### src/tlic_pkg.sv
package tlic_pkg;

  // data-memory addresses
  localparam logic [7:0] ADDR_IRQ_ENABLE_1 = 8'h23;
  localparam logic [7:0] ADDR_IRQ_ENABLE_2 = 8'h24;
  localparam logic [7:0] ADDR_IRQ_ENABLE_3 = 8'h25;
  localparam logic [7:0] ADDR_IRQ_FLAGS_1 = 8'h26;
  localparam logic [7:0] ADDR_IRQ_FLAGS_2 = 8'h27;
  localparam logic [7:0] ADDR_IRQ_FLAGS_3 = 8'h28;

  // implemented-bit masks; unimplemented bits read as zero
  localparam logic [7:0] MASK_ENABLE_1 = 8'hff;
  localparam logic [7:0] MASK_ENABLE_2 = 8'hcf;
  localparam logic [7:0] MASK_ENABLE_3 = 8'hfc;
  localparam logic [7:0] MASK_FLAGS_1 = 8'h7f;
  localparam logic [7:0] MASK_FLAGS_2 = 8'hcf;
  localparam logic [7:0] MASK_FLAGS_3 = 8'hfc;

  localparam logic [7:0] RESET_REG = 8'h00;
  localparam int GIE_BIT = 7;
  localparam logic [13:0] IRQ_VECTOR_ADDR = 14'h0004;

  // event source positions in the 24-bit event vector (reg1 bits 0..7, reg2 8..15, reg3 16..23)
  localparam int EVT_PIN0 = 0;
  localparam int EVT_PIN1 = 1;
  localparam int EVT_WATCHDOG = 2;
  localparam int EVT_TIMER_A = 3;
  localparam int EVT_TIMER_B = 4;
  localparam int EVT_TIMER_C = 5;
  localparam int EVT_ADC = 6;
  localparam int EVT_CAPCMP0 = 8;
  localparam int EVT_CAPCMP1 = 9;
  localparam int EVT_SPI = 10;
  localparam int EVT_COMPARATOR = 11;
  localparam int EVT_UART_RX = 14;
  localparam int EVT_UART_TX = 15;
  localparam int EVT_PIN2 = 18;
  localparam int EVT_PIN7 = 23;
  localparam int NUM_EVT_BITS = 24;
  localparam logic [23:0] EVT_MASK = {MASK_FLAGS_3, MASK_FLAGS_2, MASK_FLAGS_1};

  // core-side bus access
  typedef struct packed {
    logic wr;
    logic rd;
    logic [7:0] addr;
    logic [7:0] wdata;
  } tlic_bus_t;

  // core instruction events
  typedef struct packed {
    logic vector_taken;
    logic interrupt_return_instr;
    logic subroutine_return_instr;
  } tlic_core_evt_t;

endpackage : tlic_pkg

### src/tlic_ctrl.sv
`timescale 1ns/10ps
// Behaviour
// - enabled pending event vectors core to 0x0004
// - both per-event and global enable required
// - enable bit 1 allows, 0 blocks event
// - global enable is bit 7 of enable 1
// - vector entry clears global enable
// - interrupt return sets global enable again
// - subroutine return leaves global enable unchanged
// - enable 1 at 0x23, reset zero
// - enable 2 at 0x24, bits 5:4 absent
// - enable 3 at 0x25, pins 7..2
// - flags 1 at 0x26, bit 7 absent
// - flags 2 at 0x27, bits 5:4 absent
// - flags 3 at 0x28, pins 7..2
// - flag reads 1 once its event happened
module tlic_ctrl (
  // clock and reset
  input wire logic clk_sys_i,
  input wire logic rst_b_i,
  // data-memory register port from the core
  input wire logic reg_wr_i,
  input wire logic reg_rd_i,
  input wire logic [7:0] reg_addr_i,
  input wire logic [7:0] reg_wdata_i,
  output logic [7:0] reg_rdata_o,
  output logic reg_hit_o,
  // core instruction events
  input wire logic vector_taken_i,
  input wire logic interrupt_return_instr_i,
  input wire logic subroutine_return_instr_i,
  // vector request to the core
  output logic irq_req_o,
  output logic [13:0] irq_vector_o,
  // event sources, same-clock pulses or levels
  input wire logic [23:0] evt_sync_i,
  // event sources, asynchronous pins
  input wire logic [7:0] pin_evt_i,
  // global enable state
  output logic global_irq_enable_o
);

  typedef struct packed {
    logic [23:0] enable;
    logic [23:0] flags;
    logic [23:0] pin_prev;
    logic [7:0] rdata;
    logic hit;
    logic req;
    logic [13:0] vector;
  } tlic_state_t;

  function automatic logic [1:0] reg_index(input logic [7:0] addr);
    logic [1:0] idx;
    idx = 2'h3;
    unique case (addr)
      tlic_pkg::ADDR_IRQ_ENABLE_1, tlic_pkg::ADDR_IRQ_FLAGS_1: idx = 2'h0;
      tlic_pkg::ADDR_IRQ_ENABLE_2, tlic_pkg::ADDR_IRQ_FLAGS_2: idx = 2'h1;
      tlic_pkg::ADDR_IRQ_ENABLE_3, tlic_pkg::ADDR_IRQ_FLAGS_3: idx = 2'h2;
      default: idx = 2'h3;
    endcase
    return idx;
  endfunction : reg_index

  function automatic logic is_flag_reg(input logic [7:0] addr);
    return (addr == tlic_pkg::ADDR_IRQ_FLAGS_1) || (addr == tlic_pkg::ADDR_IRQ_FLAGS_2) ||
           (addr == tlic_pkg::ADDR_IRQ_FLAGS_3);
  endfunction : is_flag_reg

  tlic_state_t st_q;
  tlic_state_t st_d;
  logic [23:0] pin_sync;
  logic [23:0] pin_wide;
  logic [23:0] events;
  logic [23:0] wr_mask;
  logic [23:0] wr_val;
  logic [1:0] wr_idx;
  logic [1:0] rd_idx;
  logic gie_next;

  // pins 0,1 live in register 1, pins 2..7 in register 3
  tlic_sync #(
    .WIDTH(24)
  ) u_pin_sync (
    .clk_sys_i(clk_sys_i),
    .rst_b_i(rst_b_i),
    .async_i(pin_wide),
    .sync_o(pin_sync)
  );

  always_comb begin
    pin_wide = '0;
    pin_wide[tlic_pkg::EVT_PIN0] = pin_evt_i[0];
    pin_wide[tlic_pkg::EVT_PIN1] = pin_evt_i[1];
    pin_wide[tlic_pkg::EVT_PIN7:tlic_pkg::EVT_PIN2] = pin_evt_i[7:2];
  end

  always_comb begin
    st_d = st_q;
    wr_idx = reg_index(reg_addr_i);
    rd_idx = reg_index(reg_addr_i);
    wr_mask = '0;
    wr_val = {3{reg_wdata_i}};
    unique case (wr_idx)
      2'h0: wr_mask = 24'h0000ff;
      2'h1: wr_mask = 24'h00ff00;
      2'h2: wr_mask = 24'hff0000;
      default: wr_mask = '0;
    endcase
    wr_mask = wr_mask & tlic_pkg::EVT_MASK;

    // pin events are rising edges of synchronised pins; other sources are pulses
    st_d.pin_prev = pin_sync;
    events = ((pin_sync & ~st_q.pin_prev) | evt_sync_i) & tlic_pkg::EVT_MASK;

    // per-event enables and global enable
    if (reg_wr_i && !is_flag_reg(reg_addr_i)) begin
      st_d.enable = (st_q.enable & ~wr_mask) | (wr_val & wr_mask);
    end
    gie_next = (reg_wr_i && reg_addr_i == tlic_pkg::ADDR_IRQ_ENABLE_1) ?
               reg_wdata_i[tlic_pkg::GIE_BIT] : st_q.enable[tlic_pkg::GIE_BIT];
    // hardware actions override a software write in the same cycle
    if (vector_taken_i) begin
      gie_next = 1'b0;
    end else if (interrupt_return_instr_i) begin
      gie_next = 1'b1;
    end
    // subroutine return takes no part in global enable
    st_d.enable[tlic_pkg::GIE_BIT] = gie_next;

    // flags: software writes, set wins over clear in the same cycle
    if (reg_wr_i && is_flag_reg(reg_addr_i)) begin
      st_d.flags = (st_q.flags & ~wr_mask) | (wr_val & wr_mask);
    end
    st_d.flags = st_d.flags | events;

    // two-level gating; gie bit itself is no event
    st_d.req = gie_next && |(st_d.flags & st_d.enable & tlic_pkg::EVT_MASK);
    st_d.vector = tlic_pkg::IRQ_VECTOR_ADDR;

    // registered read port, one cycle after the request
    st_d.hit = (reg_rd_i || reg_wr_i) && (rd_idx != 2'h3);
    st_d.rdata = '0;
    if (reg_rd_i) begin
      unique case (rd_idx)
        2'h0: st_d.rdata = is_flag_reg(reg_addr_i) ? st_q.flags[7:0] : st_q.enable[7:0];
        2'h1: st_d.rdata = is_flag_reg(reg_addr_i) ? st_q.flags[15:8] : st_q.enable[15:8];
        2'h2: st_d.rdata = is_flag_reg(reg_addr_i) ? st_q.flags[23:16] : st_q.enable[23:16];
        default: st_d.rdata = '0;
      endcase
    end
  end

  always_ff @(posedge clk_sys_i or negedge rst_b_i) begin
    if (!rst_b_i) begin
      st_q <= '0;
    end else begin
      st_q <= st_d;
    end
  end

  assign reg_rdata_o = st_q.rdata;
  assign reg_hit_o = st_q.hit;
  assign irq_req_o = st_q.req;
  assign irq_vector_o = st_q.vector;
  assign global_irq_enable_o = st_q.enable[tlic_pkg::GIE_BIT];

endmodule : tlic_ctrl

### src/tlic_sync.sv
`timescale 1ns/10ps
// two-flop synchroniser for asynchronous event sources
module tlic_sync #(
  parameter int WIDTH = 24
) (
  input wire logic clk_sys_i,
  input wire logic rst_b_i,
  input wire logic [WIDTH-1:0] async_i,
  output logic [WIDTH-1:0] sync_o
);

  typedef struct packed {
    logic [WIDTH-1:0] meta;
    logic [WIDTH-1:0] sync;
  } tlic_sync_st_t;

  tlic_sync_st_t st_q;
  tlic_sync_st_t st_d;

  always_comb begin
    st_d.meta = async_i;
    st_d.sync = st_q.meta;
  end

  always_ff @(posedge clk_sys_i or negedge rst_b_i) begin
    if (!rst_b_i) begin
      st_q <= '0;
    end else begin
      st_q <= st_d;
    end
  end

  assign sync_o = st_q.sync;

endmodule : tlic_sync

### config.mk
export PLATFORM = sky130hd
export DESIGN_NAME = tlic_ctrl
export DESIGN_NICKNAME = d
export VERILOG_FILES = /design/src/tlic_pkg.sv /design/src/tlic_ctrl.sv /design/src/tlic_sync.sv
export SDC_FILE = /design/constraint.sdc
export NUM_CORES = 1
export LEC_CHECK = 0
export BUFFER_PORTS_ARGS = -buffer_cell sky130_fd_sc_hd__buf_4
export CAP_MARGIN = 5
export CORE_MARGIN = 4
export CORE_UTILIZATION = 48
export CTS_CLUSTER_DIAMETER = 100
export CTS_CLUSTER_SIZE = 12
export DETAILED_ROUTE_END_ITERATION = 10
export PLACE_DENSITY = 0.73
export SYNTH_ARGS = -nofsm -noshare
export SYNTH_HDL_FRONTEND = slang
export SYNTH_SLANG_ARGS = --single-unit
export TNS_END_PERCENT = 100
### constraint.sdc
create_clock -name clk_sys_i -period 1.5 [get_ports clk_sys_i]
set_clock_uncertainty 0.05 [all_clocks]
set_input_delay 0.15 -clock clk_sys_i [delete_from_list [all_inputs] [get_ports clk_sys_i]]
set_output_delay 0.15 -clock clk_sys_i [all_outputs]
set_load 0.02 [all_outputs]
## Word-level counts from Yosys, hierarchy flattened

Index checks and enable logic that the tools add are counted.

- Bits in registers: 83
- Output and inout bits: 25
- Bits of input ports: 55

- Bitwise operators: 11
- Reduce and logical (&&, ||, !) cells: 14
- Equality and inequality tests: 9
- Muxes and demuxes: 12

Operator list:

| operator | count |
|---|---|
| $and A24 B24 Y24 | 5 |
| $or A24 B24 Y24 | 4 |
| $pmux W24 S3 | 1 |
| $eq A8 B6 Y1 const B | 6 |
| $mux W24 | 2 |
| $not A24 Y24 | 2 |
| $mux W8 | 4 |
| $pmux W8 S3 | 1 |
| $reduce_or A19 Y1 | 1 |
| $pmux W2 S3 | 1 |
| $reduce_or A2 Y1 | 3 |
| $logic_and A1 B1 Y1 | 5 |
| $logic_or A1 B1 Y1 | 3 |
| $mux W1 | 3 |
| $eq A2 B1 Y1 const B | 1 |
| $eq A2 B2 Y1 const B | 1 |
| $logic_not A2 Y1 | 1 |
| $ne A2 B2 Y1 const B | 1 |
| $logic_not A1 Y1 | 1 |

## Depth between registers and ports, before layout

Gate-level depths: netlist of the first run.

- Word-level depth: 13
- Gate-level depth with buffers: 9

## Modules after synthesis

From an unflattened synthesis of the first run, not the netlist that was laid out.

- Cells, all modules: 363
- Area, all modules: 4643.2 um2

By module, submodules not included:

| module | cells each | area an instance (um2) | times used |
|---|---|---|---|
| tlic_ctrl | 315 | 3442.1 | 1 |
| tlic_sync | 48 | 1201.2 | 1 |

## Least setup slack after synthesis of the first run

No wires, ideal clock.

- Path type: in2reg
- Start point: input port reg_addr_i[4]
- End point: register st_q (netlist bit irq_req_o)
- Cell stages on the path: 7
- Data arrival time: 2337 ps
- Slack: -1016 ps
- Path buffers: 1
- Cells stage by stage: or4b_4 buf_6 nor3_1 mux2_2 a2111oi_2 nand4_1 o41a_1

RTL lines:

| what | RTL line | RTL |
|---|---|---|
| from (decl) | tlic_ctrl.sv:24 | `input wire logic [7:0] reg_addr_i,` |
| to (signal assigned) | tlic_ctrl.sv:158 | `st_q <= st_d;` |
| to (decl) | tlic_ctrl.sv:70 | `tlic_state_t st_q;` |

==> impl_metrics.py, run 1 <==
metrics = {
    "clocking": {
        "insertion_delay_ns": 0.35,
        "cts_max_level": 3,
        "cts.path.max_buffers": 2,
        "cts_tree": "built",
        "ctsHoldBuffers": 17,
        "cts_root_buf": "clkbuf_8",
        "cts.clk_slew.worst_paths_ns": 0.08,
        "cts.sink_count": 74,
        "numCtsBuffers": 9,
    },
    "detailed_routing": {
        "antenna_left": 0,
        "drtIter0Drc": 264,
        "dr.pass1.iters": 6,
        "drt-total-wl_microns": 10170,
        "drc": 0,
        "vias_per_cell": 5.722,
        "routedWlPerCell_microns": 19.08,
        "vias": 3050,
    },
    "min_path": {
        "holdCritPathClass": "input pin to register",
    },
    "global_route": {
        "grt_pass1_vias": 3157,
        "grt_pass1_wl_microns": 16070,
        "grt_usage_pct": 24.44,
        "antenna_found_initial": 0,
        "grt_max_degree": 46,
        "grt-ovfl-total": 0,
    },
    "yosys": {
        "ys_seq_area_share_pct": 53.20,
        "synth.distinct_cells": 53,
        "ys_warn_count": 0,
        "syn_inst": 295,
        "ys_seq_elements": 74,
        "synthFlopType": "dfrtp_1",
        "synth_area_sq_um": 3481,
        "synth.avg_cell_area_sq_um": 11.80,
        "ys_async_sr_fraction_pct": 100.0,
        "synth_edf_count": 0,
    },
    "die": {
        "core_area_sq_um": 6907,
        "num_io_pins": 80,
        "die-area_sq_um": 8678,
        "num_rows": 30,
        "die_y_microns": 93.16,
        "start_util_pct": 50.40,
        "die_w_microns": 93.16,
    },
    "run": {
        "maxCapViolCount": 0,
    },
    "finish": {
        "drive_gt1_share_pct": 46.00,
        "nFillCells": 486,
        "syn_to_final_growth_pct": 45.36,
        "layout.nets": 487,
        "final_common_cell": "buf_4",
        "antenna_cells": 0,
        "fin_util_pct": 73.26,
        "final_cell_mix": "buf_4 (120), dfrtp_1 (74), mux2_2 (21), inv_1 (17), dlygate4sd3_1 (16)",
    },
    "placement": {
        "port_buffers": 60,
        "gp_congestion": 0.9543,
        "pre_cts_ws_ns": -1.020,
        "hpwlAfterDp_microns": 7086,
    },
    "timing": {
        "hold_slack_ns": -0.01090,
        "slew_viol_final": 0,
        "fin_crit_sh_pct": 143.0,
        "hold_viol": 2,
        "finalSetupViolCount": 10,
        "fin_ws_ns": -0.6444,
        "fin_crit_ns": 2.144,
        "rsz0062_at_grt": "yes",
        "fmaxAchievable_mhz": 466.3,
    },
    "pwr": {
        "leakage_nw": 2.339,
        "p_per_area_nw_per_um2": 898.8,
        "vdd_drop_max_mv": 0.5110,
    },
    "worst_setup_path": {
        "arrival_ns": 2.32,
        "cp.required_ns": 1.68,
        "critical_path_class": "input pin to register",
        "endpoint_kind": "register",
        "path_max_fanout": 5,
        "start_kind": "input pin",
    },
    "outcome": {
        "failed_checks": "hold timing, setup timing",
        "outcome": "finished, violations left",
    },
}
## registers in the layout (all words and copies together), names as in the netlist
register             flops
st_q                    46
reg_rdata_o              8
u_pin_sync.st_d          8
u_pin_sync.sync_o        8
global_irq_enable_o      1
irq_req_o                1
irq_vector_o             1
reg_hit_o                1
## cells in the mapped netlist, types with 2 or more instances
cell | instances | area share [%]
a211o_1 | 5 | 1.3
a211oi_1 | 4 | 0.86
a21oi_1 | 12 | 1.7
a221o_1 | 2 | 0.58
a222oi_1 | 8 | 2.3
a22oi_1 | 7 | 1.5
a31oi_1 | 2 | 0.36
a32oi_1 | 3 | 0.75
a41oi_1 | 2 | 0.50
and3_1 | 3 | 0.54
buf_2 | 4 | 0.58
buf_4 | 24 | 5.2
clkbuf_1 | 7 | 0.75
conb_1 | 2 | 0.22
dfrtp_1 | 74 | 53
inv_1 | 17 | 1.8
mux2_2 | 24 | 7.8
mux2i_1 | 4 | 1.2
nand2_1 | 6 | 0.65
nand3_1 | 7 | 1.0
nand4_1 | 10 | 1.8
nor2_1 | 5 | 0.54
nor2b_1 | 15 | 2.7
nor3_1 | 2 | 0.29
nor4_1 | 2 | 0.36
nor4b_1 | 2 | 0.50
o21ai_0 | 4 | 0.58
o21bai_1 | 2 | 0.43
o31ai_1 | 8 | 1.7
o31ai_2 | 2 | 0.72
o32a_1 | 4 | 1.2
## metal layers
metal	wire length [microns]	part of all wire, %	up-vias	global-route usage [%]
met5	0	0	-	0
met4	360	3.5	0	11.97
met3	821	8.1	44	4.586
met2	4925	48	178	39.89
met1	4065	40	1488	31.28
li1	-	-	1340	-
## critical path, stage by stage
cell and delay (ns):
buf_8 0.10, or4b_4 0.60, nor3_4 0.26, mux2_4 0.35, a222oi_1 0.40, nand4_1 0.13
o41a_1 0.33
## power breakdown
part	switching (mW)	total (mW)	internal, mW
clock network	0.757	1.87	1.11
logic	0.290	0.582	0.292
registers	0.0382	2.10	2.06
total	1.08	4.55	3.46
## through the flow
stage	area [sq um]	setup TNS (ns)	cells	power, mW
2_1_floorplan	3631	-5.759	307	2.368
3_3_place_gp	4459	-12.00	492	2.626
3_5_place_dp	4459	-13.80	492	2.641
4_1_cts	4961	-3.422	530	4.543
5_1_grt	5060	-4.622	533	4.697
6_report	5060	-4.178	533	4.548
## final cells by class
type	count	area, sq um	share of cell area, %
multi-input combinational	179	1533	30.29
clock buffer	10	127.6	2.522
sequential	74	1852	36.60
inverter	17	63.81	1.261
timing repair buffer	151	1251	24.73
clock inverter	6	112.6	2.226
tap	96	120.1	2.374
## worst paths after layout
kind                                  startpoint                   end  slack, ns  cells past startpoint
setup / recovery                   reg_addr_i[4]             irq_req_o      -0.64                      7
hold / removal                     evt_sync_i[6]              st_q[54]      -0.01                      2
setup reg to reg           u_pin_sync.sync_o[20]             irq_req_o      -0.33                      5
hold reg to reg               u_pin_sync.st_d[0]  u_pin_sync.sync_o[0]       0.30                      0
max in group asynchronous                rst_b_i              st_q[67]       0.78                      3
min in group asynchronous                rst_b_i   u_pin_sync.st_d[22]       0.10                      2
## logic make-up after synthesis
family / after synthesis / synth area share, %
xor gates and xnor gates: 1 / 0.2517
DFF: 74 / 53.20
AOI/OAI and AO/OA: 72 / 16.39
buffers and inverters: 55 / 9.202
and+or+nand+nor: 63 / 11.83
muxes: 28 / 8.915
other: 2 / 0.2158
## timing repair
item	in CTS	in global routing
setup buffers	4	4
endpoints found under the hold margin	93	2
gates resized for setup	12	18
endpoints found under the setup margin	12	16
pin swaps	1	11
gates cloned	1	0
Note: power is estimated with default switching activity, not from simulation.
==> run 2: changes to the inputs <==
--- a/config.mk
+++ b/config.mk
@@ -5,14 +5,15 @@
 export SDC_FILE = /design/constraint.sdc
 export NUM_CORES = 1
 export LEC_CHECK = 0
+export ABC_AREA = 1
 export BUFFER_PORTS_ARGS = -buffer_cell sky130_fd_sc_hd__buf_4
 export CAP_MARGIN = 5
-export CORE_MARGIN = 4
-export CORE_UTILIZATION = 48
+export CORE_MARGIN = 5
+export CORE_UTILIZATION = 49
 export CTS_CLUSTER_DIAMETER = 100
 export CTS_CLUSTER_SIZE = 12
 export DETAILED_ROUTE_END_ITERATION = 10
-export PLACE_DENSITY = 0.73
+export PLACE_DENSITY = 0.74
 export SYNTH_ARGS = -nofsm -noshare
 export SYNTH_HDL_FRONTEND = slang
 export SYNTH_SLANG_ARGS = --single-unit
==> run 2 against run 1 <==
Compared with the run above: the flow finishes with violations (setup timing); sequential share of layout area down 0.072 points; synthesized cell count up 50%; hold slack better by 0.014 ns; critical path type unchanged; largest cell class unchanged.
==> impl_metrics.py, run 2 <==
metrics = {
    "yosys": {
        "syn_inst": 442,
        "synth_top_area_share_pct": 49.98,
        "synthFlopType": "dfrtp_1",
        "synth.distinct_cells": 37,
        "synth_edf_count": 0,
        "ys_seq_elements": 74,
        "ys_warn_count": 0,
        "synthTopCellsByCount": "nand2_1 (135), dfrtp_1 (74), inv_1 (45), nor2_1 (29), buf_4 (22)",
        "synth.avg_cell_area_sq_um": 8.382,
        "synth_most_common_cell": "nand2_1",
        "synth_area_sq_um": 3705,
        "ys_seq_area_share_pct": 49.98,
        "netlist_top_cells_area": "dfrtp_1 (50%), nand2_1 (14%), inv_1 (4.6%)",
        "ys_async_sr_fraction_pct": 100.0,
        "synth_area_leader_cell": "dfrtp_1",
    },
    "placement": {
        "hpwlAfterDp_microns": 7200,
        "gp_congestion": 0.9270,
        "port_buffers": 60,
        "place_area_sq_um": 4438,
    },
    "worst_setup_path": {
        "endpoint": "irq_req_o",
        "start_kind": "input pin",
        "reg2reg_to": "irq_req_o",
        "arrival_ns": 1.74,
        "critical_path_class": "input pin to register",
        "rrSetupSlack_ns": 0.10,
        "endpoint_kind": "register",
        "startpoint": "reg_addr_i[6]",
        "cp.required_ns": 1.74,
        "r2r_cells": 10,
        "worstReg2RegStart": "st_q[63]",
        "path_max_fanout": 7,
    },
    "detailed_routing": {
        "drt-total-wl_microns": 10270,
        "dr.pass1.iters": 5,
        "drtIter0Drc": 239,
        "vias_per_cell": 5.003,
        "antenna_left": 0,
        "drc": 0,
        "routedWlPerCell_microns": 15.39,
        "vias": 3337,
    },
    "clocking": {
        "cts_tree": "built",
        "cts.path.max_buffers": 2,
        "cts.clk_slew.worst_paths_ns": 0.08,
        "cts.sink_count": 74,
        "cts_root_buf": "clkbuf_8",
        "cts_max_level": 3,
        "numCtsBuffers": 9,
        "insertion_delay_ns": 0.35,
    },
    "die": {
        "die_w_microns": 96.95,
        "die-area_sq_um": 9399,
        "die_y_microns": 96.95,
        "num_io_pins": 80,
        "start_util_pct": 50.81,
        "core_area_sq_um": 7292,
        "num_rows": 31,
    },
    "timing": {
        "fin_crit_sh_pct": 100.4,
        "fin_ws_ns": -0.005614,
        "rsz0062_at_grt": "yes",
        "fmaxAchievable_mhz": 664.2,
        "slew_viol_final": 0,
        "hold_viol": 0,
        "finalSetupViolCount": 1,
        "fin_crit_ns": 1.506,
    },
    "pwr": {
        "p_per_area_nw_per_um2": 865.2,
        "totalPowerFinal_mw": 4.387,
        "vdd_drop_max_mv": 0.6820,
        "leakage_nw": 2.608,
    },
    "global_route": {
        "grt_pass1_vias": 3382,
        "grt_pass1_wl_microns": 16390,
        "grt-ovfl-total": 0,
        "grt_usage_pct": 21.70,
        "antenna_found_initial": 0,
        "grt_max_degree": 75,
    },
    "finish": {
        "multi_input_area_sq_um": 1579,
        "fin_util_pct": 69.53,
        "largest_register_ffs": 46,
        "final_common_cell": "nand2_1",
        "syn_to_final_growth_pct": 36.85,
        "final_cell_mix": "nand2_1 (128), buf_4 (100), dfrtp_1 (74), inv_1 (42), nor2_1 (25)",
        "fin_area_sq_um": 5070,
        "seq_area_sq_um": 1852,
        "layout.nets": 618,
        "nFillCells": 608,
        "antenna_cells": 0,
        "drive_gt1_share_pct": 31.69,
        "largest_register": "st_q",
    },
    "min_path": {
        "holdCritPathClass": "input pin to register",
    },
    "run": {
        "maxCapViolCount": 0,
    },
    "outcome": {
        "failed_checks": "setup timing",
        "outcome": "finished, violations left",
    },
}
==> run 2: stage by stage <==
stage / setup TNS [ns] / hold WS, ns / cells / setup WS [ns]
floorplan: -0.02133 / -0.1956 / 454 / -0.02133
global placement: -2.123 / 0.1442 / 618 / -0.5473
detailed placement: -2.562 / 0.1437 / 618 / -0.5384
CTS: 0 / 0.0006040 / 660 / 0.01431
global route: -0.1211 / 0.004810 / 667 / -0.1211
finish: -0.005614 / 0.002851 / 667 / -0.005614
==> run 2: how the worst min path moves through the flow <==
stage / cells past startpoint / start / slack, ns / end
4_1_cts: 3 / reg_wdata_i[5] / 0.0006 / st_q[53]
3_3_place_gp: 2 / rst_b_i / 0.14 / u_pin_sync.st_d[19]
2_1_floorplan: 0 / rst_b_i / -0.20 / global_irq_enable_o
5_1_grt: 3 / evt_sync_i[15] / 0.005 / st_q[63]
3_5_place_dp: 2 / rst_b_i / 0.14 / u_pin_sync.st_d[19]
6_report: 3 / evt_sync_i[22] / 0.003 / st_q[70]
==> run 2: cell type report <==
type,count,share of cell area (%)
Sequential cell,74,36.53
Multi-Input combinational cell,298,31.15
Timing Repair Buffer,128,21.08
Inverter,52,4.763
Clock buffer,12,3.060
Tap cell,99,2.443
Clock inverter,4,0.9872
==> run 2: worst max-delay path, cell delays in order <==
cell and delay [ns]:
buf_8 0.10, inv_8 0.05, nand2_8 0.05, nor2_8 0.22, buf_6 0.18, nand4_1 0.23, buf_4 0.24, nand2_2 0.05
nand2_1 0.06, nand2_2 0.06, nand2_1 0.05, nand2_1 0.07, nor2_2 0.04, nand3_1 0.07, nor2_1 0.04, nor2_1 0.07
==> run 2: logic make-up after synthesis <==
logic type / synth area share, %
other: 0.2027
and+or+nand+nor: 29.25
AOI/OAI and AO/OA: 8.511
DFF: 49.98
buffers and inverters: 12.06
==> run 2: metal layers <==
layer | vias to the layer above | routed length [microns] | global-route usage [%]
li1 | 1603 | - | -
met1 | 1564 | 4261 | 27.65
met2 | 154 | 5123 | 35.88
met3 | 16 | 704 | 5.252
met4 | 0 | 180 | 7.883
met5 | - | 0 | 0
==> run 2: timing repair <==
| action | CTS | global route |
|---|---|---|
| pin swaps | 6 | 16 |
| setup buffers | 3 | 6 |
| endpoints found under the hold margin | 95 | 0 |
| gates cloned | 1 | 1 |
| gates resized for setup | 3 | 29 |
| setup endpoints to repair | 1 | 2 |
| hold buffers | 22 | 0 |
==> run 2: power by group <==
group,leakage (nW),switching [mW],internal [mW],total [mW]
sequential,0.859,0.0463,2.08,2.13
combinational,1.65,0.359,0.288,0.647
clock,0.0986,0.753,0.857,1.61
==> run 3: changes to the inputs <==
--- a/config.mk
+++ b/config.mk
@@ -7,14 +7,16 @@
 export LEC_CHECK = 0
 export ABC_AREA = 1
 export BUFFER_PORTS_ARGS = -buffer_cell sky130_fd_sc_hd__buf_4
-export CAP_MARGIN = 5
+export CAP_MARGIN = 20
 export CORE_MARGIN = 5
-export CORE_UTILIZATION = 49
+export CORE_UTILIZATION = 50
+export CTS_BUF_LIST = sky130_fd_sc_hd__clkbuf_2 sky130_fd_sc_hd__clkbuf_4 sky130_fd_sc_hd__clkbuf_8
 export CTS_CLUSTER_DIAMETER = 100
 export CTS_CLUSTER_SIZE = 12
 export DETAILED_ROUTE_END_ITERATION = 10
-export PLACE_DENSITY = 0.74
+export PLACE_DENSITY = 0.73
 export SYNTH_ARGS = -nofsm -noshare
 export SYNTH_HDL_FRONTEND = slang
+export SYNTH_HIERARCHICAL = 1
 export SYNTH_SLANG_ARGS = --single-unit
 export TNS_END_PERCENT = 100
==> run 3 against run 2 <==
Compared with the run above: worst setup slack improved by 0.092 ns; sequential share of layout area increased by 8.2 points; critical path type unchanged; maximum frequency increased by 6.5%; largest cell class unchanged; die area increased by 19%; synthesized cell count increased by 15%; combinational power increased by 6.2%; first-iteration DRC count increased by 18%; the flow now finishes without violations; sequential cell count increased by 33; synthesized area increased by 23%.
==> impl_metrics.py, run 3 <==
metrics = {
    "clocking": {
        "numCtsBuffers": 9,
        "cts_max_level": 3,
        "cts_tree": "built",
        "cts.sink_count": 107,
        "cts.path.max_buffers": 2,
        "insertion_delay_ns": 0.37,
        "cts.clk_slew.worst_paths_ns": 0.10,
        "cts_root_buf": "clkbuf_8",
    },
    "timing": {
        "fin_crit_sh_pct": 94.22,
        "slew_viol_final": 0,
        "rsz0062_at_grt": "yes",
        "fin_crit_ns": 1.413,
        "tightest_slew_ns": 0.5556,
        "finalSetupViolCount": 0,
        "fmaxAchievable_mhz": 707.6,
        "slew_headroom_pct": 62.96,
        "hold_viol": 0,
    },
    "global_route": {
        "grt_pass1_vias": 3592,
        "grt-ovfl-total": 0,
        "grt_max_degree": 108,
        "antenna_found_initial": 0,
        "grt_pass1_wl_microns": 17280,
        "grt_usage_pct": 19.49,
    },
    "worst_setup_path": {
        "startpoint": "reg_addr_i[3]",
        "worstReg2RegStart": "u_pin_sync/sync_o[23]",
        "cp.required_ns": 1.70,
        "rrSetupSlack_ns": 0.12,
        "path_max_fanout": 7,
        "reg2reg_to": "irq_req_o",
        "endpoint_kind": "register",
        "arrival_ns": 1.62,
        "start_kind": "input pin",
        "critical_path_class": "input pin to register",
        "r2r_cells": 8,
    },
    "die": {
        "start_util_pct": 51.86,
        "die-area_sq_um": 11150,
        "num_rows": 34,
        "die_y_microns": 105.6,
        "num_io_pins": 80,
        "die_w_microns": 105.6,
        "core_area_sq_um": 8806,
    },
    "finish": {
        "finalNonFillerCells": 749,
        "drive_gt1_share_pct": 25.43,
        "largest_register_ffs": 57,
        "antenna_cells": 0,
        "largest_register": "st_q",
        "fin_area_sq_um": 5983,
        "final_cell_mix": "nand2_1 (136), dfrtp_1 (107), buf_4 (88), inv_1 (57), dlygate4sd3_1 (29)",
        "nFillCells": 688,
        "syn_to_final_growth_pct": 31.01,
        "layout.nets": 691,
        "final_common_cell": "nand2_1",
    },
    "detailed_routing": {
        "drt-total-wl_microns": 10700,
        "dr.pass1.iters": 5,
        "met2_length_microns": 5017,
        "routedWlPerCell_microns": 14.28,
        "drc": 0,
        "vias": 3747,
        "vias_per_cell": 5.003,
        "antenna_left": 0,
        "top_layer": "met4",
        "wl_met1_microns": 4612,
        "drtIter0Drc": 281,
        "dr_wl_met3_microns": 885,
    },
    "min_path": {
        "holdCritPathClass": "input pin to register",
        "holdPathStages": 4,
        "min-delay-start": "vector_taken_i",
        "holdPathEnd": "global_irq_enable_o",
    },
    "pwr": {
        "vdd_drop_max_mv": 0.7262,
        "p_per_area_nw_per_um2": 932.0,
        "totalPowerFinal_mw": 5.576,
        "leakage_nw": 3.136,
    },
    "placement": {
        "gp_congestion": 0.8833,
        "port_buffers": 60,
        "place_area_sq_um": 5318,
        "dp.cells": 697,
        "hpwlAfterDp_microns": 7554,
    },
    "yosys": {
        "syn_inst": 508,
        "ys_warn_count": 6,
        "synth.avg_cell_area_sq_um": 8.990,
        "synth_area_sq_um": 4567,
    },
    "outcome": {
        "outcome": "finished clean",
    },
    "run": {
        "maxCapViolCount": 0,
    },
}
==> run 3: how the worst max path moves through the flow <==
stage | endpoint | slack, ns | cells past startpoint
finish | irq_req_o | 0.09 | 16
CTS | irq_req_o | 0.01 | 16
detailed placement | irq_req_o | -0.45 | 16
floorplan | irq_req_o | -0.03 | 16
global placement | irq_req_o | -0.42 | 17
global route | irq_req_o | -0.02 | 14
==> run 3: timing repair <==
action / 4_1_cts / 5_1_grt
hold buffers: 29 / 0
hold endpoints to repair: 135 / 0
setup buffers: 0 / 7
gates cloned: 0 / 0
gates resized for setup: 1 / 37
pin swaps: 0 / 14
endpoints found under the setup margin: 1 / 4
==> run 3: cell type report <==
| type | instances | area, sq um | share of cell area [%] |
|---|---|---|---|
| Clock inverter | 5 | 61.31 | 1.025 |
| Sequential cell | 107 | 2678 | 44.75 |
| Inverter | 67 | 274.0 | 4.580 |
| Tap cell | 108 | 135.1 | 2.258 |
| Clock buffer | 11 | 138.9 | 2.321 |
| Timing Repair Buffer | 128 | 1110 | 18.55 |
| Multi-Input combinational cell | 323 | 1587 | 26.52 |
==> run 3: per-stage QoR <==
step | hold slack, ns | TNS [ns] | utilization (%) | setup slack (ns)
final | 0.04454 | 0 | 67.95 | 0.08675
after global routing | 0.05221 | -0.02183 | 67.95 | -0.02183
after CTS | 0.01944 | 0 | 66.01 | 0.01170
after detailed placement | 0.2103 | -3.457 | 60.39 | -0.4522
after global placement | 0.2093 | -2.973 | 60.39 | -0.4179
after floorplan | -0.1956 | -0.02632 | - | -0.02632
==> run 3: per-layer routing <==
layer | vias up | GRT usage (%)
met2 | 170 | 30.28
li1 | 1802 | -
met3 | 17 | 4.951
met1 | 1758 | 27.02
met5 | - | 0
met4 | 0 | 6.290
==> run 3: critical path, stage by stage <==
cell and delay [ns]:
buf_4 0.13, inv_2 0.07, nor2_2 0.04, nand2_2 0.08
nand2_4 0.08, nand2_2 0.10, nand2_4 0.10, buf_4 0.17
nor3_1 0.16, nor2_1 0.09, nand2_1 0.07, nand2_1 0.05
nor2_1 0.09, nand3_1 0.09, nor2_1 0.09, nor2_1 0.04
==> run 3: report_power, final <==
group          internal [mW]  total, mW  switching [mW]  leakage [nW]
Sequential              3.03       3.10          0.0716          1.24
Combinational          0.300      0.687           0.387          1.80
Clock                  0.816       1.79           0.973        0.0930
